$ cat config.mk
export PLATFORM = sky130hd
export DESIGN_NAME = adcs_ctrl
export DESIGN_NICKNAME = d
export VERILOG_FILES = /design/src/core/adcs_pkg.sv /design/src/core/adcs_ctrl.sv
export VERILOG_INCLUDE_DIRS = /design/src /design/src/core
export SDC_FILE = /design/constraint.sdc
export NUM_CORES = 1
export LEC_CHECK = 0
export BUFFER_PORTS_ARGS = -buffer_cell sky130_fd_sc_hd__buf_2
export CAP_MARGIN = 25
export CORE_MARGIN = 2
export CORE_UTILIZATION = 50
export DETAILED_ROUTE_END_ITERATION = 6
export GPL_TIMING_DRIVEN = 0
export PLACE_DENSITY_LB_ADDON = 0.25
export SYNTH_ARGS = -nofsm -noshare
export SYNTH_HDL_FRONTEND = slang
export SYNTH_SLANG_ARGS = --single-unit
export TNS_END_PERCENT = 5
$ cat constraint.sdc
create_clock -name i_clock -period 2.3 [get_ports i_clock]
set_input_delay 0.23 -clock i_clock [delete_from_list [all_inputs] [get_ports i_clock]]
set_output_delay 0.23 -clock i_clock [all_outputs]
set_load 0.02 [all_outputs]
$ cat src/core/adcs_defs.svh
// Register indices, field positions, reset values and timing counts
`ifndef ADCS_DEFS_SVH
`define ADCS_DEFS_SVH
`define ADCS_IDX_TRIG 8'h03
`define ADCS_IDX_RES_LO 8'h04
`define ADCS_IDX_RES_HI 8'h05
`define ADCS_IDX_CTRL 8'h06
`define ADCS_IDX_MUX 8'h07
`define ADCS_CTRL_EN 7
`define ADCS_CTRL_START 6
`define ADCS_CTRL_ATE 5
`define ADCS_CTRL_FLAG 4
`define ADCS_CTRL_IE 3
`define ADCS_CTRL_PS_LO 0
`define ADCS_MUX_REF1 7
`define ADCS_MUX_REF0 6
`define ADCS_MUX_LADJ 5
`define ADCS_MUX_REF2 4
`define ADCS_MUX_SEL_LO 0
`define ADCS_TRIG_SEL_LO 0
`define ADCS_RST_CTRL 8'h00
`define ADCS_RST_MUX 8'h00
`define ADCS_RST_TRIG 3'h0
`define ADCS_TRIG_FREE 3'h0
`define ADCS_CYC_NORMAL 5'h0D
`define ADCS_CYC_INIT 5'h19
`endif

$ cat src/core/adcs_pkg.sv
// Types shared by the converter sequencer and its bench
package adcs_pkg;
  typedef enum logic [2:0] {
    ADCS_REF_SUPPLY, ADCS_REF_EXT_PIN, ADCS_REF_INT_1V1, ADCS_REF_RESERVED,
    ADCS_REF_INT_2V56, ADCS_REF_INT_2V56_BYP
  } adcs_ref_e;
  typedef enum logic [1:0] {ADCS_IDLE, ADCS_RUN, ADCS_WAIT_CORE} adcs_state_e;
  // Positive input: 0..3 pins, 4 temperature sensor, 5 bandgap, 6 ground, 7 none
  typedef struct packed {
    adcs_ref_e ref_sel;
    logic ext_ref_pin;
    logic [2:0] pos_sel;
    logic [1:0] neg_sel;
    logic diff_mode;
    logic gain_20x;
    logic temp_sensor_en;
  } adcs_ana_s;
  typedef struct packed {
    logic psel;
    logic penable;
    logic pwrite;
    logic [11:0] paddr;
    logic [31:0] pwdata;
    logic [3:0] pstrb;
  } adcs_apb_req_s;
  typedef struct packed {
    logic pready;
    logic [31:0] prdata;
    logic pslverr;
  } adcs_apb_rsp_s;
  typedef struct packed {
    logic done;
    logic [9:0] result;
  } adcs_core_rsp_s;
endpackage

$ cat src/core/adcs_ctrl.sv
// Control sequencer for a 10-bit successive-approximation converter
`timescale 1ns/1ps
`default_nettype none
`include "adcs_defs.svh"

module adcs_ctrl
  import adcs_pkg::*;
#(
  parameter int RES_W = 10,
  parameter int TRIG_W = 8
) (
  input wire logic i_clock,
  input wire logic i_rst_n,
  input wire adcs_apb_req_s i_apb,
  output adcs_apb_rsp_s o_apb,
  input wire logic [TRIG_W-1:0] i_trig_src,
  input wire logic i_global_irq_en,
  input wire logic i_irq_ack,
  input wire adcs_core_rsp_s i_core,
  output adcs_ana_s o_ana,
  output logic o_core_enable,
  output logic o_core_sample,
  output logic o_core_tick,
  output logic o_core_init,
  output logic o_irq
);

  // ------------------------------------------------------------
  // Address decoding
  // ------------------------------------------------------------
  function automatic logic hit(input logic [11:0] addr, input logic [7:0] idx);
    hit = (addr == {2'b00, idx, 2'b00});
  endfunction

  wire logic sel_trig;
  wire logic sel_lo;
  wire logic sel_hi;
  wire logic sel_ctrl;
  wire logic sel_mux;
  wire logic mapped;
  wire logic acc;
  wire logic wr;
  wire logic rd;

  assign sel_trig = hit(i_apb.paddr, `ADCS_IDX_TRIG);
  assign sel_lo = hit(i_apb.paddr, `ADCS_IDX_RES_LO);
  assign sel_hi = hit(i_apb.paddr, `ADCS_IDX_RES_HI);
  assign sel_ctrl = hit(i_apb.paddr, `ADCS_IDX_CTRL);
  assign sel_mux = hit(i_apb.paddr, `ADCS_IDX_MUX);
  assign mapped = sel_trig | sel_lo | sel_hi | sel_ctrl | sel_mux;
  assign acc = i_apb.psel & i_apb.penable;
  assign wr = acc & i_apb.pwrite & i_apb.pstrb[0] & mapped;
  assign rd = acc & ~i_apb.pwrite & mapped;

  wire logic [7:0] wdata;
  assign wdata = i_apb.pwdata[7:0];

  // ------------------------------------------------------------
  // Software registers
  // ------------------------------------------------------------
  logic en_q;
  logic ate_q;
  logic ie_q;
  logic flag_q;
  logic [2:0] ps_q;
  logic [7:0] mux_q;
  logic [2:0] trig_sel_q;
  logic [RES_W-1:0] res_q;
  logic lock_q;

  wire logic wr_ctrl;
  wire logic en_d;
  wire logic en_rise;
  wire logic start_wr;
  assign wr_ctrl = wr & sel_ctrl;
  assign en_d = wr_ctrl ? wdata[`ADCS_CTRL_EN] : en_q;
  assign en_rise = en_d & ~en_q;
  assign start_wr = wr_ctrl & wdata[`ADCS_CTRL_START] & en_d;

  wire logic [2:0] ref_reg;
  wire logic [3:0] sel_reg;
  wire logic ladj;
  assign ref_reg = {mux_q[`ADCS_MUX_REF2], mux_q[`ADCS_MUX_REF1],
                    mux_q[`ADCS_MUX_REF0]};
  assign sel_reg = mux_q[`ADCS_MUX_SEL_LO +: 4];
  assign ladj = mux_q[`ADCS_MUX_LADJ];

  // ------------------------------------------------------------
  // Prescaler
  // ------------------------------------------------------------
  logic [6:0] pre_q;
  wire logic [6:0] pre_top;
  wire logic tick;

  // Codes 000 and 001 both divide by two
  assign pre_top = (ps_q == 3'h0) ? 7'h01 : 7'((8'h01 << ps_q) - 8'h01);
  assign tick = en_q & (pre_q == pre_top);

  always_ff @(posedge i_clock) begin
    if (!i_rst_n || !en_q) begin
      pre_q <= 7'h00;
    end else if (tick) begin
      pre_q <= 7'h00;
    end else begin
      pre_q <= pre_q + 7'h01;
    end
  end

  // ------------------------------------------------------------
  // Trigger selection
  // ------------------------------------------------------------
  logic trig_prev_q;
  wire logic trig_now;
  wire logic trig_rise;
  wire logic free_run;

  // Source zero is tied low so selecting it never makes an edge
  assign trig_now = (trig_sel_q == `ADCS_TRIG_FREE) ? 1'b0 : i_trig_src[trig_sel_q];
  assign trig_rise = ate_q & trig_now & ~trig_prev_q;
  assign free_run = ate_q & (trig_sel_q == `ADCS_TRIG_FREE);

  // ------------------------------------------------------------
  // Conversion sequencer
  // ------------------------------------------------------------
  adcs_state_e state_q;
  logic pend_q;
  logic again_q;
  logic first_q;
  logic refchg_q;
  logic long_q;
  logic [4:0] cyc_q;
  logic [2:0] ref_act_q;
  logic [3:0] sel_act_q;

  wire logic idle;
  wire logic launch;
  wire logic long_d;
  wire logic last_tick;
  wire logic complete;
  assign idle = (state_q == ADCS_IDLE);
  assign launch = idle & en_q & (pend_q | again_q | trig_rise);
  assign long_d = first_q | refchg_q | (ref_reg != ref_act_q);
  assign last_tick = tick &
    (cyc_q == (long_q ? `ADCS_CYC_INIT - 5'h01 : `ADCS_CYC_NORMAL - 5'h01));
  assign complete = (state_q == ADCS_WAIT_CORE) & i_core.done & en_q;

  always_ff @(posedge i_clock) begin
    if (!i_rst_n) begin
      state_q <= ADCS_IDLE;
      cyc_q <= 5'h00;
      long_q <= 1'b0;
    end else if (!en_q) begin
      state_q <= ADCS_IDLE;
      cyc_q <= 5'h00;
    end else begin
      case (state_q)
        ADCS_IDLE: begin
          if (launch) begin
            state_q <= ADCS_RUN;
            cyc_q <= 5'h00;
            long_q <= long_d;
          end
        end
        ADCS_RUN: begin
          if (last_tick) begin
            state_q <= ADCS_WAIT_CORE;
          end else if (tick) begin
            cyc_q <= cyc_q + 5'h01;
          end
        end
        ADCS_WAIT_CORE: begin
          if (complete) begin
            state_q <= ADCS_IDLE;
          end
        end
        default: begin
          state_q <= ADCS_IDLE;
        end
      endcase
    end
  end

  always_ff @(posedge i_clock) begin
    if (!i_rst_n) begin
      pend_q <= 1'b0;
      again_q <= 1'b0;
      first_q <= 1'b0;
      refchg_q <= 1'b0;
      trig_prev_q <= 1'b0;
    end else begin
      trig_prev_q <= trig_now;
      // Zero written to start is ignored; a start while busy is dropped
      if (!en_d) begin
        pend_q <= 1'b0;
      end else if (start_wr && idle && !launch) begin
        pend_q <= 1'b1;
      end else if (launch) begin
        pend_q <= 1'b0;
      end
      if (!en_q || launch) begin
        again_q <= 1'b0;
      end else if (complete) begin
        again_q <= free_run;
      end
      if (en_rise) begin
        first_q <= 1'b1;
      end else if (launch) begin
        first_q <= 1'b0;
      end
      if (launch) begin
        refchg_q <= 1'b0;
      end else if (idle && (ref_reg != ref_act_q)) begin
        refchg_q <= 1'b1;
      end
    end
  end

  // Channel and reference settings are only followed while idle
  always_ff @(posedge i_clock) begin
    if (!i_rst_n) begin
      ref_act_q <= 3'h0;
      sel_act_q <= 4'h0;
    end else if (idle) begin
      ref_act_q <= ref_reg;
      sel_act_q <= sel_reg;
    end
  end

  // ------------------------------------------------------------
  // Result capture and done flag
  // ------------------------------------------------------------
  wire logic flag_clr;
  assign flag_clr = i_irq_ack | (wr_ctrl & wdata[`ADCS_CTRL_FLAG]);

  always_ff @(posedge i_clock) begin
    if (!i_rst_n) begin
      res_q <= '0;
      lock_q <= 1'b0;
      flag_q <= 1'b0;
    end else begin
      if (complete && !lock_q) begin
        res_q <= i_core.result;
      end
      if (rd && sel_lo) begin
        lock_q <= 1'b1;
      end else if (rd && sel_hi) begin
        lock_q <= 1'b0;
      end
      // Completion beats a clear in the same cycle
      if (complete) begin
        flag_q <= 1'b1;
      end else if (flag_clr) begin
        flag_q <= 1'b0;
      end
    end
  end

  always_ff @(posedge i_clock) begin
    if (!i_rst_n) begin
      en_q <= 1'(`ADCS_RST_CTRL >> `ADCS_CTRL_EN);
      ate_q <= 1'b0;
      ie_q <= 1'b0;
      ps_q <= 3'h0;
      mux_q <= `ADCS_RST_MUX;
      trig_sel_q <= `ADCS_RST_TRIG;
    end else begin
      en_q <= en_d;
      if (wr_ctrl) begin
        ate_q <= wdata[`ADCS_CTRL_ATE];
        ie_q <= wdata[`ADCS_CTRL_IE];
        ps_q <= wdata[`ADCS_CTRL_PS_LO +: 3];
      end
      if (wr && sel_mux) begin
        mux_q <= wdata;
      end
      if (wr && sel_trig) begin
        trig_sel_q <= wdata[`ADCS_TRIG_SEL_LO +: 3];
      end
    end
  end

  // ------------------------------------------------------------
  // Read data
  // ------------------------------------------------------------
  wire logic [7:0] res_lo;
  wire logic [7:0] res_hi;
  wire logic [7:0] ctrl_rd;
  wire logic [7:0] rdata;
  assign res_lo = ladj ? {res_q[1:0], 6'h00} : res_q[7:0];
  assign res_hi = ladj ? res_q[9:2] : {6'h00, res_q[9:8]};
  assign ctrl_rd = {en_q, pend_q | ~idle, ate_q, flag_q, ie_q, ps_q};

  assign rdata = sel_ctrl ? ctrl_rd :
                 sel_mux ? mux_q :
                 sel_lo ? res_lo :
                 sel_hi ? res_hi :
                 sel_trig ? {5'h00, trig_sel_q} : 8'h00;

  assign o_apb.pready = 1'b1;
  assign o_apb.prdata = {24'h000000, rdata};
  assign o_apb.pslverr = acc & ~mapped;

  // ------------------------------------------------------------
  // Analog control decode
  // ------------------------------------------------------------
  adcs_ref_e ref_dec;
  always_comb begin
    case (ref_act_q)
      3'h0: ref_dec = ADCS_REF_SUPPLY;
      3'h1: ref_dec = ADCS_REF_EXT_PIN;
      3'h2: ref_dec = ADCS_REF_INT_1V1;
      3'h6: ref_dec = ADCS_REF_INT_2V56;
      3'h7: ref_dec = ADCS_REF_INT_2V56_BYP;
      default: ref_dec = ADCS_REF_RESERVED;
    endcase
  end

  wire logic is_diff;
  assign is_diff = (sel_act_q >= 4'h4) && (sel_act_q <= 4'hB);

  always_comb begin
    o_ana = '0;
    o_ana.ref_sel = ref_dec;
    o_ana.ext_ref_pin = (ref_act_q == 3'h1) | (ref_act_q == 3'h7);
    o_ana.diff_mode = is_diff;
    o_ana.gain_20x = is_diff & sel_act_q[0];
    // Pairs 2-2, 2-3, 0-0, 0-1; 2-2 and 0-0 keep equal sides for offset work
    o_ana.pos_sel = sel_act_q[3] ? 3'h0 : 3'h2;
    o_ana.neg_sel = {~sel_act_q[3], sel_act_q[1]};
    if (!is_diff) begin
      o_ana.neg_sel = 2'h0;
      case (sel_act_q)
        4'h0, 4'h1, 4'h2, 4'h3: o_ana.pos_sel = sel_act_q[2:0];
        4'hC: o_ana.pos_sel = 3'h5;
        4'hD: o_ana.pos_sel = 3'h6;
        4'hF: begin
          o_ana.pos_sel = 3'h4;
          o_ana.temp_sensor_en = 1'b1;
        end
        default: o_ana.pos_sel = 3'h7;
      endcase
    end
  end

  // ------------------------------------------------------------
  // Core handshake and interrupt
  // ------------------------------------------------------------
  assign o_core_enable = en_q;
  assign o_core_sample = launch;
  assign o_core_tick = (state_q == ADCS_RUN) & tick;
  assign o_core_init = en_q & ~idle & long_q;
  assign o_irq = flag_q & ie_q & i_global_irq_en;

endmodule
`default_nettype wire

# Yosys cells after proc, flatten, opt, wreduce, memory -nomap -nowiden
# Index checks and enable logic that the tools add are counted.
# word_totals
inputBits	74
ff_bits	56
wordCells	165
out_inout_bits	51
# classes
muxes	34
reduce_logical	34
n_shift	1
add_sub_neg	3
magnitude_cmp	3
bitwise_logic	45
n_eq_ne	25
# ops
op	count
12-bit by 5-bit == test with 1-bit output (second input constant)	4
8-bit 2-to-1 mux	6
1-bit AND	27
5-bit 2-to-1 mux	5
3-bit one-hot mux with 5 select lines	1
12-bit by 4-bit == test with 1-bit output (second input constant)	1
4-bit == test (second input constant)	3
1-bit 2-to-1 mux	12
3-bit one-hot mux with 4 select lines	1
1-bit OR	11
5-bit one-hot mux with 2 select lines	1
2-bit nonzero test	5
1-bit logical AND	9
3-bit logical NOT	3
4-bit by 2-bit == test with 1-bit output (second input constant)	2
2-bit 2-to-1 mux	4
2-bit != test (second input constant)	4
7-bit by 1-bit adder with 7-bit output (second input constant)	1
7-bit == test	1
7-bit 2-to-1 mux	1
1-bit inverter	7
1-bit by 3-bit << shifter with 7-bit output (first input constant)	1
7-bit by 1-bit subtractor with 7-bit output (second input constant)	1
3-bit == test (second input constant)	2
24 further kinds	32

# Depth between registers and ports, before layout
# Gate-level depths: netlist of the first run.
# logic_depth
word_depth	12
depth_mapped	7
mapped_depth_nobuf	6

# Least setup slack after synthesis of the first run
# OpenSTA, ideal clock, no wires.
# synth_path
path_kind	input port to output port
startpoint	in i_apb[47] (netlist name)
endpoint	out o_apb[5] (netlist name)
path_buffers	0
cell_stages	5
arrival_time_ns	1.799
slack_ns	0.271
t_required_ns	2.070
cell_sequence	nor4_2 nand3_1 nor3_1 a222oi_1 a31oi_1
# synth_rtl
element	line	text
from (decl)	adcs_ctrl.sv:14	input wire adcs_apb_req_s i_apb,
to (decl)	adcs_ctrl.sv:15	output adcs_apb_rsp_s o_apb,

==> results of run 1 <==
worst max-delay path by stage:
stage               cells past startpoint            end
finish                                  8       o_apb[2]
global route                            8       o_apb[2]
CTS                                     7  o_core_sample
detailed placement                      7       o_apb[5]
global placement                        7       o_apb[5]
floorplan                               5       o_apb[5]
layout make-up:
cell class / count / area share [%]
tap: 77 / 2.40
sequential: 56 / 28.0
buffer: 43 / 7.46
clock buffer: 6 / 2.06
timing repair buffer: 76 / 9.95
inverter: 19 / 1.78
clock inverter: 2 / 0.343
multi-input combinational: 320 / 48.0
critical path: cells and delay by family:
family	cells	cell delay (ns)
compound gates	1	0.08
simple gates	4	1.21
buf+inv	3	0.49
report_power, final:
part	internal, uW	leakage [uW]	switching (uW)
logic	69.6	0.00117	98.1
clock network	247	0.0000516	335
registers	969	0.000451	0.00905
per-layer routing:
layer	part of all wire, %	routed length (um)	global-route usage [%]	up-vias
met4	2.5	203	6.20	0
met5	0	0	0	-
li1	-	-	-	1625
met1	45	3680	30.3	1472
met2	45	3710	35.6	147
met3	7.9	652	3.89	21
cells in the final DEF, fill, tap and decap left out, types with 7 or more instances in the layout:
| master | count |
|---|---|
| inv_1 | 18 |
| clkbuf_1 | 10 |
| mux2i_1 | 20 |
| o21ai_0 | 18 |
| a21oi_1 | 40 |
| buf_4 | 33 |
| buf_2 | 70 |
| nor2_1 | 44 |
| dfxtp_1 | 56 |
| nand4_1 | 7 |
| nand2_1 | 54 |
| conb_1 | 25 |
registers in the layout, summed over array words and instances, names as in the netlist, 2 cells and up:
name        cells
cyc_q           5
sel_act_q       4
ref_act_q       3
res_q          10
ps_q            3
mux_q           8
state_q         2
trig_sel_q      3
pre_q           7
through the flow:
step / setup slack [ns] / utilization [%] / hold WS [ns] / instance area, um^2 / setup TNS [ns]
floorplan: 0.271 / - / 0.366 / 3380 / 0
global placement: -0.140 / 60.3 / 0.442 / 3830 / -0.336
detailed placement: -0.222 / 60.3 / 0.452 / 3830 / -0.755
CTS: 0.00205 / 62.5 / 0.148 / 3970 / 0
global route: -0.0710 / 63.2 / 0.157 / 4010 / -0.144
finish: 0.0607 / 63.2 / 0.141 / 4010 / 0
kinds of logic after synthesis:
logic type | count (synthesis)
flops | 56
simple gates | 160
xor+xnor | 8
fa+ha+maj | 6
other cells | 2
mux | 24
buf+inv | 63
compound gates | 97
timing repair:
item,4_1_cts,5_1_grt
resized for setup,7,5
buffers inserted,1,4
pin swaps,2,3
setup endpoints to repair,9,7
==> reports/metrics.yaml, run 1 <==
run_status:
  status: "completed"
power:
  total_power_uw: 1720
  irDropWorstVdd_mv: 0.293
  p_leak_uw: 0.00167
  powerDensity_nw_per_um2: 429
setup_path:
  critPathMaxFanout: 6
  cp_slowest_cell: "nor4b_4"
  r2r_end: "pre_q[2]"
  r2r_slack_ns: 0.25
  worstPathArrival_ns: 2.01
  end_kind: "primary output"
  cp-startpoint: "i_apb[41]"
  critical_path_class: "in2out"
  required_ns: 2.07
  critPathMaxStageDelay_ns: 0.49
  r2r_cells: 6
  r2r_start: "ps_q[1]"
  cpMostUsedCell: "buf_2"
  crit_chain: "buf_2 -> nor3_1 -> nand3_2 -> nor4b_4 -> buf_4 -> nand2_1 -> o21ai_0 -> buf_2"
  startpoint_type: "input port"
logic_synthesis:
  synthAdderAreaFrac_pct: 2.28
  seq_area_frac_synth_pct: 34.1
  synth_compound_area_share_pct: 18.6
  synth_top_cells_by_count: "56 x dfxtp_1, 54 x nand2_1, 44 x nor2_1"
  ys.flop_type: "dfxtp_1"
  synth_top_area_cell: "dfxtp_1"
  synth.area.mux_share_pct: 7.79
  synthXorXnorAreaFrac_pct: 2.13
  syn_inst: 416
  synthTopCellsByArea: "dfxtp_1 34%, buf_4 6.6%, nand2_1 6.2%"
  synth_top_family_by_area: "simple AND/OR/NAND/NOR gates"
  async_flop_share_pct: 0
  avgSynthCellArea_um2: 7.91
  synth_seq_cells: 56
  synth_edf_count: 0
  synth_area_um2: 3290
  synth-simple-area-share_pct: 23.7
  synth_top_area_share_pct: 34.1
  yosys.cell_count.top_type: "dfxtp_1"
  yosysWarningCount: 0
  yosys.cell_types.count: 61
final_layout:
  area_growth_pct: 21.8
  layout.nets: 601
  instances_no_fill: 599
  drive_above_1_share_pct: 25.5
  multi_input_area_um2: 1930
  diodes: 0
  ff_latch_area_um2: 1120
  nFillCells: 574
clock_tree:
  clock-sinks: 56
  cts_tree: "built"
  htree_levels: 2
  clk_pin_slew_ns: 0.10
  numCtsBuffers: 5
  cts_root_buf: "clkbuf_8"
  clockBufferDepth: 2
  hold_buffers: 0
  clock_latency_ns: 0.32
floorplan:
  die_area_um2: 7250
  io_pins: 125
  start_util_pct: 51.8
  die_x_um: 85.1
  core_um2: 6350
  die_y_um: 85.1
  rows: 29
sta:
  tightest_slew_ns: 0.860
  skew_ns: 0.0184
  finalHoldViolCount: 0
  fmax_ghz: 0.447
  finalSetupViolCount: 0
  timing.slew.headroom_pct: 41.2
  period_needed_ns: 2.24
  maxSlewViolCount: 0
  timing.final.crit_share_pct: 97.4
routing:
  first_pass_iters: 5
  dr_total_vias: 3265
  wl_per_cell_um: 13.8
  wirelength_mm: 8.25
  drt-initial-drc-count: 321
  viasPerCell: 5.45
  ant_nets: 0
  drc_errors: 0
min_path:
  holdPathEnd: "res_q[2]"
  hold_class: "in2reg"
  min-delay-start: "i_core[2]"
  min_path_cells: 3
place:
  gp_congestion: 0.906
  hpwl_mm: 6.22
  dp.cells: 587
  port-buffer-count: 71
global_routing:
  grt_max_degree: 18
  grt_pass1_vias: 2882
  gr-usage-all-layers_pct: 22.0
  grt_pass1_wl_mm: 13.2
  antenna_found_initial: 0
  grt-ovfl-total: 0
run:
  drv_cap: 0
Note: power is estimated with default switching activity, not from simulation.
==> run 2, diff against run 1 <==
Settings changed: RECOVER_POWER from default to 100, SKIP_LAST_GASP from default to 1.
==> reports/metrics.yaml, run 2 (same netlist as run 1, synthesis figures left out) <==
sta:
  finalSetupViolCount: 1
  finalHoldViolCount: 0
  skew_ns: 0.0184
  fmax_ghz: 0.432
  rsz0062_at_grt: "true"
  timing.final.crit_share_pct: 101
  period_needed_ns: 2.31
  fin_hold_ws_ns: 0.144
  timing.slew.headroom_pct: 43.6
  tightest_slew_ns: 0.825
  fin_ws_ns: -0.0144
  maxSlewViolCount: 0
floorplan:
  start_util_pct: 51.8
  rows: 29
  die_area_um2: 7250
  io_pins: 125
  die_y_um: 85.1
  core_um2: 6350
  die_x_um: 85.1
global_routing:
  antenna_found_initial: 0
  grt_pass1_wl_mm: 13.2
  grt_pass1_vias: 2882
  gr-usage-all-layers_pct: 22.0
  grt-ovfl-total: 0
  grt_max_degree: 18
place:
  port-buffer-count: 71
  dp.cells: 587
  hpwl_mm: 6.22
  gp_congestion: 0.906
min_path:
  hold_class: "in2reg"
  min_path_cells: 3
clock_tree:
  clockBufferDepth: 2
  clock_latency_ns: 0.32
  numCtsBuffers: 5
  clock-sinks: 56
  clk_pin_slew_ns: 0.10
  htree_levels: 2
  cts_root_buf: "clkbuf_8"
  cts_tree: "built"
final_layout:
  layout.nets: 601
  largest-register: "res_q"
  drive_above_1_share_pct: 22.6
  diodes: 0
  largest_reg_flops: 10
  layout_commonest_cell: "dfxtp_1"
  reg.largest.list: "res_q: 10 flops, mux_q: 8 flops, pre_q: 7 flops"
  instances_no_fill: 599
  area_growth_pct: 20.3
  final_util_pct: 62.4
  most-common-layout-cells: "56 x dfxtp_1, 54 x nand2_1, 54 x buf_2, 44 x nor2_1, 40 x a21oi_1"
setup_path:
  critical_path_class: "in2out"
  end_kind: "primary output"
  critPathMaxFanout: 6
  r2r_cells: 6
  required_ns: 2.07
  worstPathArrival_ns: 2.08
  startpoint_type: "input port"
power:
  powerDensity_nw_per_um2: 434
  total_power_uw: 1720
  p_leak_uw: 0.00158
  irDropWorstVdd_mv: 0.283
routing:
  viasPerCell: 5.47
  wl_per_cell_um: 13.8
  drt-initial-drc-count: 292
  first_pass_iters: 5
  drc_errors: 0
  ant_nets: 0
  dr_total_vias: 3277
  wirelength_mm: 8.24
run_status:
  status: "complete, but fails checks"
  failed_checks: "negative setup slack"
run:
  drv_cap: 0
[run 2: cell types whose count changed in the layout (fill, tap and decap cells not counted), sizes merged]
cell,before,now
buf,107,88
clkbuf,17,37
dlymetal6s2s,1,0
[run 2: power breakdown]
group | leakage, uW | internal, uW | switching (uW)
combinational | 0.00108 | 68.7 | 96.7
clock | 0.0000516 | 247 | 336
sequential | 0.000451 | 969 | 0.00913
total | 0.00158 | 1280 | 432
[run 2: critical path: stages]
cell and delay (ns):
clkbuf_1 0.12, nor4_2 0.45, nand3_2 0.27, nor4b_4 0.49, buf_4 0.19, nand2_1 0.04
o21ai_0 0.08, buf_2 0.20
[run 2: final timing paths]
path	startpoint	end	slack (ns)
hold / removal	i_core[2]	res_q[2]	0.14
hold reg to reg	ate_q	ate_q	0.48
setup / recovery	i_apb[47]	o_apb[2]	-0.01
setup reg to reg	ps_q[1]	pre_q[2]	0.27
[run 2: metal layers]
metal | routed length [um] | share of wire, % | GRT usage, %
met2 | 3740 | 45 | 35.6
met4 | 145 | 1.8 | 6.20
met3 | 728 | 8.8 | 3.89
met1 | 3630 | 44 | 30.3
met5 | 0 | 0 | 0
[run 2: per-stage QoR]
step / setup WS, ns / area [um^2] / setup TNS (ns)
final: -0.0144 / 3960 / -0.0144
after global routing: -0.161 / 3960 / -0.709
after CTS: -0.0517 / 3960 / -0.0517
after detailed placement: -0.222 / 3830 / -0.755
after global placement: -0.140 / 3830 / -0.336
after floorplan: 0.271 / 3380 / 0
[run 2: timing repair]
| item | CTS | global route |
|---|---|---|
| hold buffers | 0 | 0 |
| pin swaps | 1 | 2 |
| gates cloned | 0 | 0 |
| setup buffers | 1 | 4 |
| endpoints found under the setup margin | 9 | 7 |
| gates resized for setup | 5 | 2 |
[run 2: final cells by class]
| cell class | count | area, um^2 |
|---|---|---|
| well taps | 77 | 96.3 |
| plain buffers | 43 | 279 |
| flip-flops and latches | 56 | 1120 |
| inverters | 19 | 71.3 |
| repair buffers | 76 | 378 |
| multi-input cells | 320 | 1920 |
| fillers | 588 | 2390 |
| clock inverters | 2 | 13.8 |
| clock buffers | 6 | 82.6 |
